## src/hw/fpes_map.svh

```systemverilog
// Field positions and timing counts of the flash status engine
`ifndef FPES_MAP_SVH
`define FPES_MAP_SVH
`define FPES_BIT_POLL 7
`define FPES_BIT_TOGGLE 6
`define FPES_BIT_FAIL 5
`define FPES_BIT_EWIN 3
`define FPES_ERASED_BYTE 8'hff
`define FPES_CLK_MHZ 250
`define FPES_WIN_US 100
`define FPES_WIN_PCT 20
`define FPES_WIN_CYC ((`FPES_WIN_US * (100 + `FPES_WIN_PCT) / 100) * `FPES_CLK_MHZ)
`define FPES_PROT_US 100
`define FPES_PROT_CYC (`FPES_PROT_US * `FPES_CLK_MHZ)
`define FPES_PGM_CYC 256
`define FPES_ERS_CYC 1024
`define FPES_PGM_TMO_CYC 512
`endif

```

## src/hw/fpes_pkg.sv

```systemverilog
// Types of the flash status engine
package fpes_pkg;
  // Operation phases
  typedef enum logic [2:0] {
    FPES_IDLE = 3'b000,
    FPES_PGM = 3'b001,
    FPES_EWIN = 3'b010,
    FPES_ERS = 3'b011,
    FPES_PROT = 3'b100,
    FPES_FAIL = 3'b101
  } fpes_state_t;
  // Host bus request
  typedef struct packed {
    logic rd;
    logic wr;
    logic [11:0] addr;
    logic [7:0] data;
  } fpes_req_t;
endpackage : fpes_pkg

```

## src/hw/fpes_timer.sv

```systemverilog
// Down counter giving a one-cycle expiry pulse
`timescale 1ns/1ns
module fpes_timer #(
  parameter int W = 20
) (
  input wire logic i_clk,
  input wire logic i_rst_n,
  input wire logic i_load,
  input wire logic [W-1:0] i_count,
  input wire logic i_stop,
  output logic o_expire
);
  logic [W-1:0] cnt_q; // Remaining cycles, zero means idle
  // Load wins over stop; expire pulses when reaching one
  always_ff @(posedge i_clk or negedge i_rst_n) begin
    if (!i_rst_n) begin
      cnt_q <= '0;
    end else if (i_load) begin
      cnt_q <= i_count;
    end else if (i_stop) begin
      cnt_q <= '0;
    end else if (cnt_q != '0) begin
      cnt_q <= cnt_q - 1'b1;
    end
  end
  assign o_expire = (cnt_q == {{(W-1){1'b0}}, 1'b1}) && !i_load && !i_stop;
endmodule : fpes_timer

```

## src/hw/fpes_core.sv

```systemverilog
// Program/erase status engine of an embedded flash array
`timescale 1ns/1ns
`include "fpes_map.svh"
module fpes_core
  import fpes_pkg::*;
#(
  parameter int AW = 12,
  parameter int NSEC = 4,
  parameter int WIN_CYC = `FPES_WIN_CYC,
  parameter int PROT_CYC = `FPES_PROT_CYC,
  parameter int PGM_CYC = `FPES_PGM_CYC,
  parameter int ERS_CYC = `FPES_ERS_CYC,
  parameter int PGM_TMO = `FPES_PGM_TMO_CYC
) (
  input wire logic i_ref_clk,
  input wire logic i_arst_n,
  input wire fpes_req_t i_req,
  input wire logic [NSEC-1:0] i_main_sector_selects,
  input wire logic [NSEC-1:0] i_sector_protect,
  input wire logic i_cmd_pgm,
  input wire logic i_cmd_sec_erase,
  input wire logic i_cmd_bulk_erase,
  input wire logic i_cmd_reset,
  input wire logic [7:0] i_mem_rdata,
  input wire logic i_pgm_stuck,
  input wire logic i_erase_fail,
  output logic [7:0] o_rdata,
  output logic o_mem_wr,
  output logic [AW-1:0] o_mem_addr,
  output logic [7:0] o_mem_wdata,
  output logic [NSEC-1:0] o_erase_sectors,
  output logic o_erase_go,
  output logic o_ready_busy_pin
);
  // Whole block state
  typedef struct packed {
    fpes_state_t st;
    logic bulk;
    logic [AW-1:0] addr;
    logic [7:0] data;
    logic [NSEC-1:0] secs;
    logic toggle;
    logic fail;
    logic ewin;
    logic [15:0] opcnt;
    logic [7:0] rdata;
    logic mem_wr;
    logic erase_go;
  } fpes_reg_t;

  logic rst_s1_q; // Reset release synchroniser
  logic rst_n_q;
  fpes_reg_t r_q;
  fpes_reg_t r_d;
  logic win_exp; // Window timer expiry
  logic prot_exp; // Protected-erase hold expiry
  logic win_load;
  logic prot_load;

  // Reset released through two flops so every flop leaves reset together
  always_ff @(posedge i_ref_clk or negedge i_arst_n) begin
    if (!i_arst_n) begin
      rst_s1_q <= 1'b0;
      rst_n_q <= 1'b0;
    end else begin
      rst_s1_q <= 1'b1;
      rst_n_q <= rst_s1_q;
    end
  end

  // Status byte; undefined bits read as zero
  function automatic logic [7:0] status_byte(input logic poll,
      input logic tog, input logic fl, input logic ew);
    logic [7:0] s;
    s = 8'h00;
    s[`FPES_BIT_POLL] = poll;
    s[`FPES_BIT_TOGGLE] = tog;
    s[`FPES_BIT_FAIL] = fl;
    s[`FPES_BIT_EWIN] = ew;
    return s;
  endfunction : status_byte

  // Sectors of a set that protection leaves erasable
  function automatic logic [NSEC-1:0] live_secs(input logic [NSEC-1:0] s,
      input logic [NSEC-1:0] p);
    return s & ~p;
  endfunction : live_secs

  // Accumulation window, restarted by every appended sector erase
  fpes_timer #(.W(20)) u_win (
    .i_clk(i_ref_clk),
    .i_rst_n(rst_n_q),
    .i_load(win_load),
    .i_count(20'(WIN_CYC)),
    .i_stop(r_q.st != FPES_EWIN && !win_load),
    .o_expire(win_exp)
  );

  // Hold time for an erase whose sectors are all protected
  fpes_timer #(.W(20)) u_prot (
    .i_clk(i_ref_clk),
    .i_rst_n(rst_n_q),
    .i_load(prot_load),
    .i_count(20'(PROT_CYC)),
    .i_stop(1'b0),
    .o_expire(prot_exp)
  );

  logic sel; // Any sector select active
  logic in_target; // Read is at the busy location or sector
  logic busy;
  logic [7:0] stat;
  logic prot_hit; // Program target lies in a protected sector
  logic pgm_op; // Last operation was a byte program, not an erase

  // Next-state logic for the whole engine
  always_comb begin
    r_d = r_q;
    r_d.mem_wr = 1'b0;
    r_d.erase_go = 1'b0;
    win_load = 1'b0;
    prot_load = 1'b0;
    sel = |i_main_sector_selects;
    prot_hit = |(i_main_sector_selects & i_sector_protect);
    busy = (r_q.st != FPES_IDLE) && (r_q.st != FPES_FAIL);
    pgm_op = (r_q.secs == '0) && !r_q.bulk;
    // A failed program keeps answering at its target address
    in_target = (r_q.st == FPES_PGM || (r_q.st == FPES_FAIL && pgm_op))
        ? (i_req.addr == r_q.addr)
        : |(i_main_sector_selects & r_q.secs) || r_q.bulk;
    stat = 8'h00;
    case (r_q.st)
      FPES_IDLE: begin
        if (i_cmd_pgm && i_req.wr) begin
          // Command decoder pulses on the fourth write
          if (!prot_hit) begin
            r_d.st = FPES_PGM;
            r_d.addr = i_req.addr;
            r_d.data = i_req.data;
            r_d.opcnt = '0;
            r_d.fail = 1'b0;
            r_d.secs = '0; // No erase set while a byte programs
            r_d.bulk = 1'b0;
          end
        end else if ((i_cmd_sec_erase || i_cmd_bulk_erase) && i_req.wr) begin
          // Sixth write: erase begins, status now valid
          r_d.bulk = i_cmd_bulk_erase;
          r_d.secs = i_cmd_bulk_erase ? {NSEC{1'b1}}
              : i_main_sector_selects;
          r_d.ewin = 1'b0;
          r_d.opcnt = '0;
          if (i_cmd_bulk_erase) begin
            r_d.st = FPES_ERS;
          end else begin
            r_d.st = FPES_EWIN;
            win_load = 1'b1;
          end
        end
      end
      FPES_PGM: begin
        // No reset branch here: a program cannot be aborted
        r_d.opcnt = r_q.opcnt + 16'h0001;
        if (|(r_q.data & ~i_mem_rdata) && r_q.opcnt == 16'h0001) begin
          r_d.fail = 1'b1;
        end else if (r_q.opcnt >= 16'(PGM_TMO)) begin
          r_d.fail = 1'b1;
        end else if (r_q.opcnt == 16'(PGM_CYC) && !i_pgm_stuck) begin
          // A stuck cell never commits, so the timeout above ends it
          r_d.data = r_q.data & i_mem_rdata;
          r_d.mem_wr = 1'b1;
          r_d.st = FPES_IDLE;
        end
        if (r_d.fail) begin
          r_d.st = FPES_FAIL;
        end
      end
      FPES_EWIN: begin
        if (i_cmd_sec_erase && i_req.wr) begin
          // Appended sector: restart window
          r_d.secs = r_q.secs | i_main_sector_selects;
          win_load = 1'b1;
        end else if (i_cmd_reset && i_req.wr) begin
          r_d.st = FPES_IDLE;
        end else if (win_exp) begin
          r_d.ewin = 1'b1;
          if (live_secs(r_q.secs, i_sector_protect) == '0) begin
            r_d.st = FPES_PROT;
            prot_load = 1'b1;
          end else begin
            r_d.st = FPES_ERS;
            r_d.secs = live_secs(r_q.secs, i_sector_protect);
          end
        end
        // An appended instruction also shows the window closed
        if (i_cmd_sec_erase && i_req.wr) begin
          r_d.ewin = 1'b1;
        end
      end
      FPES_ERS: begin
        r_d.opcnt = r_q.opcnt + 16'h0001;
        if (r_q.opcnt == 16'h0000 && r_q.bulk &&
            live_secs(r_q.secs, i_sector_protect) == '0) begin
          r_d.st = FPES_PROT;
          prot_load = 1'b1;
        end else if (i_erase_fail) begin
          r_d.st = FPES_FAIL;
          r_d.fail = 1'b1;
        end else if (i_cmd_reset && i_req.wr && !r_q.bulk) begin
          r_d.st = FPES_IDLE; // Sector erase may be aborted
        end else if (r_q.opcnt == 16'(ERS_CYC)) begin
          r_d.erase_go = 1'b1;
          r_d.secs = live_secs(r_q.secs, i_sector_protect);
          r_d.st = FPES_IDLE;
        end
      end
      FPES_PROT: begin
        if (prot_exp) begin
          r_d.st = FPES_IDLE;
        end
      end
      FPES_FAIL: begin
        if (i_cmd_reset && i_req.wr) begin
          r_d.fail = 1'b0;
          r_d.st = FPES_IDLE;
        end
      end
      default: begin
        r_d.st = FPES_IDLE;
      end
    endcase
    // Read path: status while not idle and targeted (in PROT, any selected read), else memory byte
    if (r_q.st == FPES_PGM || (r_q.st == FPES_FAIL && pgm_op)) begin
      stat = status_byte(~r_q.data[7], r_q.toggle, r_q.fail,
          1'b0);
    end else if (r_q.st == FPES_PROT) begin
      stat = status_byte(1'b0, 1'b0, 1'b0, r_q.ewin);
    end else begin
      stat = status_byte(1'b0, r_q.toggle, r_q.fail,
          r_q.ewin);
    end
    if (i_req.rd) begin
      if (r_q.st != FPES_IDLE && sel && (in_target ||
          r_q.st == FPES_PROT)) begin
        r_d.rdata = stat;
        if (busy && r_q.st != FPES_PROT) begin
          r_d.toggle = ~r_q.toggle;
        end
      end else begin
        r_d.rdata = i_mem_rdata;
      end
    end
  end

  // Single state register
  always_ff @(posedge i_ref_clk or negedge rst_n_q) begin
    if (!rst_n_q) begin
      r_q <= '0;
    end else begin
      r_q <= r_d;
    end
  end

  assign o_rdata = r_q.rdata;
  assign o_mem_wr = r_q.mem_wr;
  assign o_mem_addr = r_q.addr;
  assign o_mem_wdata = r_q.data;
  assign o_erase_sectors = r_q.secs;
  assign o_erase_go = r_q.erase_go;
  // Low while the embedded algorithm runs
  assign o_ready_busy_pin = !(r_q.st == FPES_PGM || r_q.st == FPES_EWIN
      || r_q.st == FPES_ERS);

  // Poll flag inverts programmed bit 7 while programming
  a_poll_pgm: assert property (
      @(posedge i_ref_clk) disable iff (!rst_n_q)
      r_q.st == FPES_PGM && i_req.rd && sel && i_req.addr == r_q.addr
      |=> o_rdata[7] == ~$past(r_q.data[7]))
    else $error("poll flag not inverted");
  // Toggle inverts between back-to-back targeted reads during erase
  a_toggle_flip: assert property (
      @(posedge i_ref_clk) disable iff (!rst_n_q)
      r_q.st == FPES_ERS && i_req.rd && sel && in_target
      |=> r_q.toggle != $past(r_q.toggle))
    else $error("toggle flag did not invert");
  // Fail stays until reset instruction
  a_fail_hold: assert property (
      @(posedge i_ref_clk) disable iff (!rst_n_q)
      r_q.fail && !(i_cmd_reset && i_req.wr) |=> r_q.fail)
    else $error("fail flag dropped");
  // Busy pin low throughout erase
  a_busy_ers: assert property (
      @(posedge i_ref_clk) disable iff (!rst_n_q)
      r_q.st == FPES_ERS |-> !o_ready_busy_pin)
    else $error("ready during erase");
  // Window flag low on entering window
  a_ewin_low: assert property (
      @(posedge i_ref_clk) disable iff (!rst_n_q)
      r_q.st == FPES_IDLE && r_d.st == FPES_EWIN |=> !r_q.ewin)
    else $error("window flag not cleared");
  // Window flag high once window expires
  a_ewin_set: assert property (
      @(posedge i_ref_clk) disable iff (!rst_n_q)
      win_exp && r_q.st == FPES_EWIN |=> r_q.ewin)
    else $error("window flag not set");
  // Protected program leaves state idle
  a_prot_pgm: assert property (
      @(posedge i_ref_clk) disable iff (!rst_n_q)
      r_q.st == FPES_IDLE && i_cmd_pgm && i_req.wr && prot_hit
      |=> r_q.st == FPES_IDLE && !o_mem_wr)
    else $error("protected program accepted");
  // Reset ignored while programming
  a_rst_ign: assert property (
      @(posedge i_ref_clk) disable iff (!rst_n_q)
      r_q.st == FPES_PGM && !r_d.fail && r_q.opcnt != 16'(PGM_CYC)
      |=> r_q.st == FPES_PGM)
    else $error("program aborted");
  // Hold after an all-protected erase reads poll and toggle as zero
  a_prot_zero: assert property (
      @(posedge i_ref_clk) disable iff (!rst_n_q)
      r_q.st == FPES_PROT && i_req.rd && sel |=> o_rdata[7:6] == 2'b00)
    else $error("protected erase status not zero");
  // A program that outlives its timeout ends in the fail state
  a_pgm_tmo: assert property (
      @(posedge i_ref_clk) disable iff (!rst_n_q)
      r_q.st == FPES_PGM && r_q.opcnt >= 16'(PGM_TMO)
      |=> r_q.st == FPES_FAIL && r_q.fail)
    else $error("program timeout not flagged");
  // Erase failure raises the fail flag
  a_ers_fail: assert property (
      @(posedge i_ref_clk) disable iff (!rst_n_q)
      r_q.st == FPES_ERS && r_q.opcnt != 16'h0000 && i_erase_fail
      |=> r_q.st == FPES_FAIL && r_q.fail)
    else $error("erase failure not flagged");
endmodule : fpes_core

```

## config.mk

```make
export PLATFORM = sky130hd
export DESIGN_NAME = fpes_core
export DESIGN_NICKNAME = d
export VERILOG_FILES = /design/src/hw/fpes_pkg.sv /design/src/hw/fpes_timer.sv /design/src/hw/fpes_core.sv
export VERILOG_INCLUDE_DIRS = /design/src /design/src/hw
export SDC_FILE = /design/constraint.sdc
export NUM_CORES = 1
export LEC_CHECK = 0
export BUFFER_PORTS_ARGS = -buffer_cell sky130_fd_sc_hd__buf_2
export CAP_MARGIN = 20
export CORE_ASPECT_RATIO = 0.75
export CORE_UTILIZATION = 35
export CTS_BUF_LIST = sky130_fd_sc_hd__clkbuf_16
export CTS_CLUSTER_SIZE = 8
export DETAILED_ROUTE_END_ITERATION = 8
export GPL_TIMING_DRIVEN = 0
export HOLD_SLACK_MARGIN = 0.02
export SKIP_CTS_REPAIR_TIMING = 1
export SYNTH_ARGS = -nofsm -noshare
export SYNTH_HDL_FRONTEND = slang
export SYNTH_SLANG_ARGS = --single-unit
```

## constraint.sdc

```tcl
create_clock -name i_ref_clk -period 4.37 [get_ports i_ref_clk]
set_input_delay 0.6555 -clock i_ref_clk [delete_from_list [all_inputs] [get_ports i_ref_clk]]
set_output_delay 0.6555 -clock i_ref_clk [all_outputs]
set_load 0.01 [all_outputs]
```

==> run_results.csv <==
group,metric,value,unit
run_status,run_status,"complete, no violations",
cts,h-tree-depth,3,
worst_setup_path,worstSetupPathType,"flip-flop to flip-flop",
sta,setup_viol,0,
yosys,yosysSeqAreaShare,43.66,%
yosys,synthArstFlopShare,100.0,%
finish,area.sequential,0.002481,mm^2
sta,fin_worst_hold_slack,0.08635,ns
floorplan,coreArea,0.01552,mm^2
yosys,ys_seq_elements,99,
power,finalPower,1832,uW
yosys,synth_cell_types,55,
detailed_routing,vias,4884,
sta,worstMarginPinSlew,1.082,ns
cts,cts_inserted_buffers,9,
power,comb_power_share,5.6,%
worst_setup_path,rrSetupSlack,1.15,ns
floorplan,rows,39,
yosys,syn_avg_cell_area,9.064,um^2
floorplan,die_area,0.01673,mm^2
power,netSwitchingFraction,22.97,%
detailed_routing,antenna_left,0,
worst_setup_path,startpoint,"r_q[56]$_DFFE_PN0P_",
grt,grt_usage,18.22,%
sta,fin_crit,3.221,ns
grt,grt_pass1_vias,4688,
detailed_routing,route.detailed.drc,0,
power,p_per_area,275.4,mW/mm^2
grt,grt_overflow,0,
floorplan,fp.dieW,149.0,um
power,ir_drop,0.1768,mV
detailed_routing,dr.pass1.iters,5,
yosys,synthesis.area,0.005674,mm^2
detailed_routing,route.detailed.wl_per_inst,15.45,um
finish,fin_nets,771,
sta,finalHoldViolations,0,
floorplan,die_h,112.3,um
worst_setup_path,cp-end-kind,"flip-flop",
yosys,synth.net_count,680,
power,p_clk_share,43.0,%
worst_hold_path,hold_path_class,"input port to async pin",
finish,layout_commonest_cell,"dfrtp_1",
placement,gp_congestion,0.8556,
cts,tritoncts,"done",
finish,diodes,0,
sta,max_slew_margin,27.71,%
cts,clockBufferDepth,2,
cts,clock-sinks,99,
power,internal-power,1411,uW
finish,drive_above_1_share,20.64,%
worst_setup_path,cp_max_fo,8,
cts,clk_pin_slew,0.07,ns
placement,dp.final_hpwl,10740,um
grt,grt_pass1_wl,23980,um
detailed_routing,wirelength,14320,um
yosys,synth_edf_count,0,
placement,io_buffers,78,
finish,multi_input_area,0.002795,mm^2
worst_setup_path,worstReg2RegStart,"r_q[56]$_DFFE_PN0P_",
yosys,synthCells,626,
yosys,netlist.area_leader.share,43.66,%
yosys,yosys-top-cells-area,"dfrtp_1 (44%), nor2_1 (4.7%), buf_4 (4.2%), xnor2_1 (4.0%), nand3_1 (3.1%)",
floorplan,num_io_pins,81,
yosys,yosysTopAreaCell,"dfrtp_1",
sta,max_freq,310.4,MHz
power,leakage,0.003106,uW
worst_setup_path,cp.required,4.60,ns
grt,grt_max_degree,52,
finish,synthToLayoutAreaGrowth,17.22,%
yosys,yosys_warnings,0,
worst_setup_path,crit_arrival,3.45,ns
sta,skew,0.009919,ns
power,p_sw,420.6,uW
cts,root_buffer,"clkbuf_16",
detailed_routing,via_per_inst,5.269,
sta,tns,0,ns
grt,antenna_found_initial,0,
finish,postLayoutCoreUtil,42.86,%
job,max_cap_viol_count,0,
sta,drv_slew,0,
sta,grt_setup_unrepaired,"no",
worst_setup_path,start_kind,"flip-flop",
finish,fillers,1549,
cts,clock_latency,0.35,ns
finish,final_cell_mix,"dfrtp_1 (98), buf_2 (79), nor2_1 (71)",
floorplan,start_util,36.57,%
detailed_routing,drt_iter0_drc,357,
sta,period_share,73.72,%
power,seqPwrFrac,51.3,%
yosys,synth_flop_cell,"dfrtp_1",
Yosys cell counts, types with 9 or more instances:
cell and number:
o21ai_0 24, dfrtp_1 99, clkbuf_1 15, or4_1 9
nor2_1 71, nand4_1 14, nor2b_1 12, a21oi_1 25
mux2_2 12, or3_1 9, nor3_1 24, a22o_1 9
inv_1 26, nand2_1 42, nor4_1 13, nand3_1 35
xor2_1 20, buf_4 32, xnor2_1 26
per-layer routing:
layer  up-vias  GRT usage, %  wire, um
li1       2386             -         -
met5         -             0         0
met1      2342         27.66      7333
met3         8         4.024       779
met2       148         25.92      6058
met4         0         4.422       146
cell families after synthesis:
logic type	synth area share (%)
AND/OR/NAND/NOR	24.67
AO/OA/AOI/OAI	12.50
flip-flops	43.66
buffers and inverters	7.100
XOR/XNOR	7.100
multiplexers	3.131
adder cells (fa/ha/maj)	1.764
other	0.06609
power groups by stage:
stage | Combinational (uW) | Sequential, uW | Clock, uW
3_3_place_gp | 90.1 | 967 | 0
4_1_cts | 104 | 941 | 814
3_5_place_dp | 104 | 959 | 0
2_1_floorplan | 47.2 | 960 | 0
5_1_grt | 115 | 943 | 855
6_report | 103 | 940 | 788
stage by stage:
stage	instances	instance area, um^2	setup slack, ns
2_1_floorplan	626	5674	1.408
3_3_place_gp	909	6321	0.1492
3_5_place_dp	911	6364	1.253
4_1_cts	927	6651	1.215
5_1_grt	927	6651	0.9850
6_report	927	6651	1.149
final timing paths:
check	end	cells past startpoint
min in group i_ref_clk	rst_n_q$_DFF_PN0_	0
worst min-delay path	rst_n_q$_DFF_PN0_	1
worst max register to register	r_q[54]$_DFFE_PN0P_	6
worst min register to register	rst_n_q$_DFF_PN0_	0
max in group asynchronous	u_win.cnt_q[13]$_DFFE_PN0P_	1
worst max-delay path	r_q[54]$_DFFE_PN0P_	6
critical path, stage by stage (launching register included):
cell and delay (ns):
dfrtp_1 0.44, nor3b_1 0.89, nand2_1 0.38, or4_1 0.67, a31oi_1 0.23, nor4_1 0.15, mux2_1 0.33
final cells by class:
cell class | count | area share (%)
plain buffers | 49 | 4.590
well taps | 205 | 3.856
clock buffers | 9 | 3.386
inverters | 26 | 1.467
multi-input cells | 452 | 42.02
flip-flops and latches | 99 | 37.30
clock inverters | 7 | 0.9406
repair buffers | 80 | 6.433
state kept, by name (all words and copies together) (netlist names):
signal,count
o_rdata,8
r_q,23
o_erase_go,1
rst_n_q,1
o_mem_addr,12
u_prot.cnt_q,20
rst_s1_q,1
o_erase_sectors,4
o_mem_wr,1
u_win.cnt_q,20
o_mem_wdata,8
No activity file was read; power rests on OpenSTA's default activity.
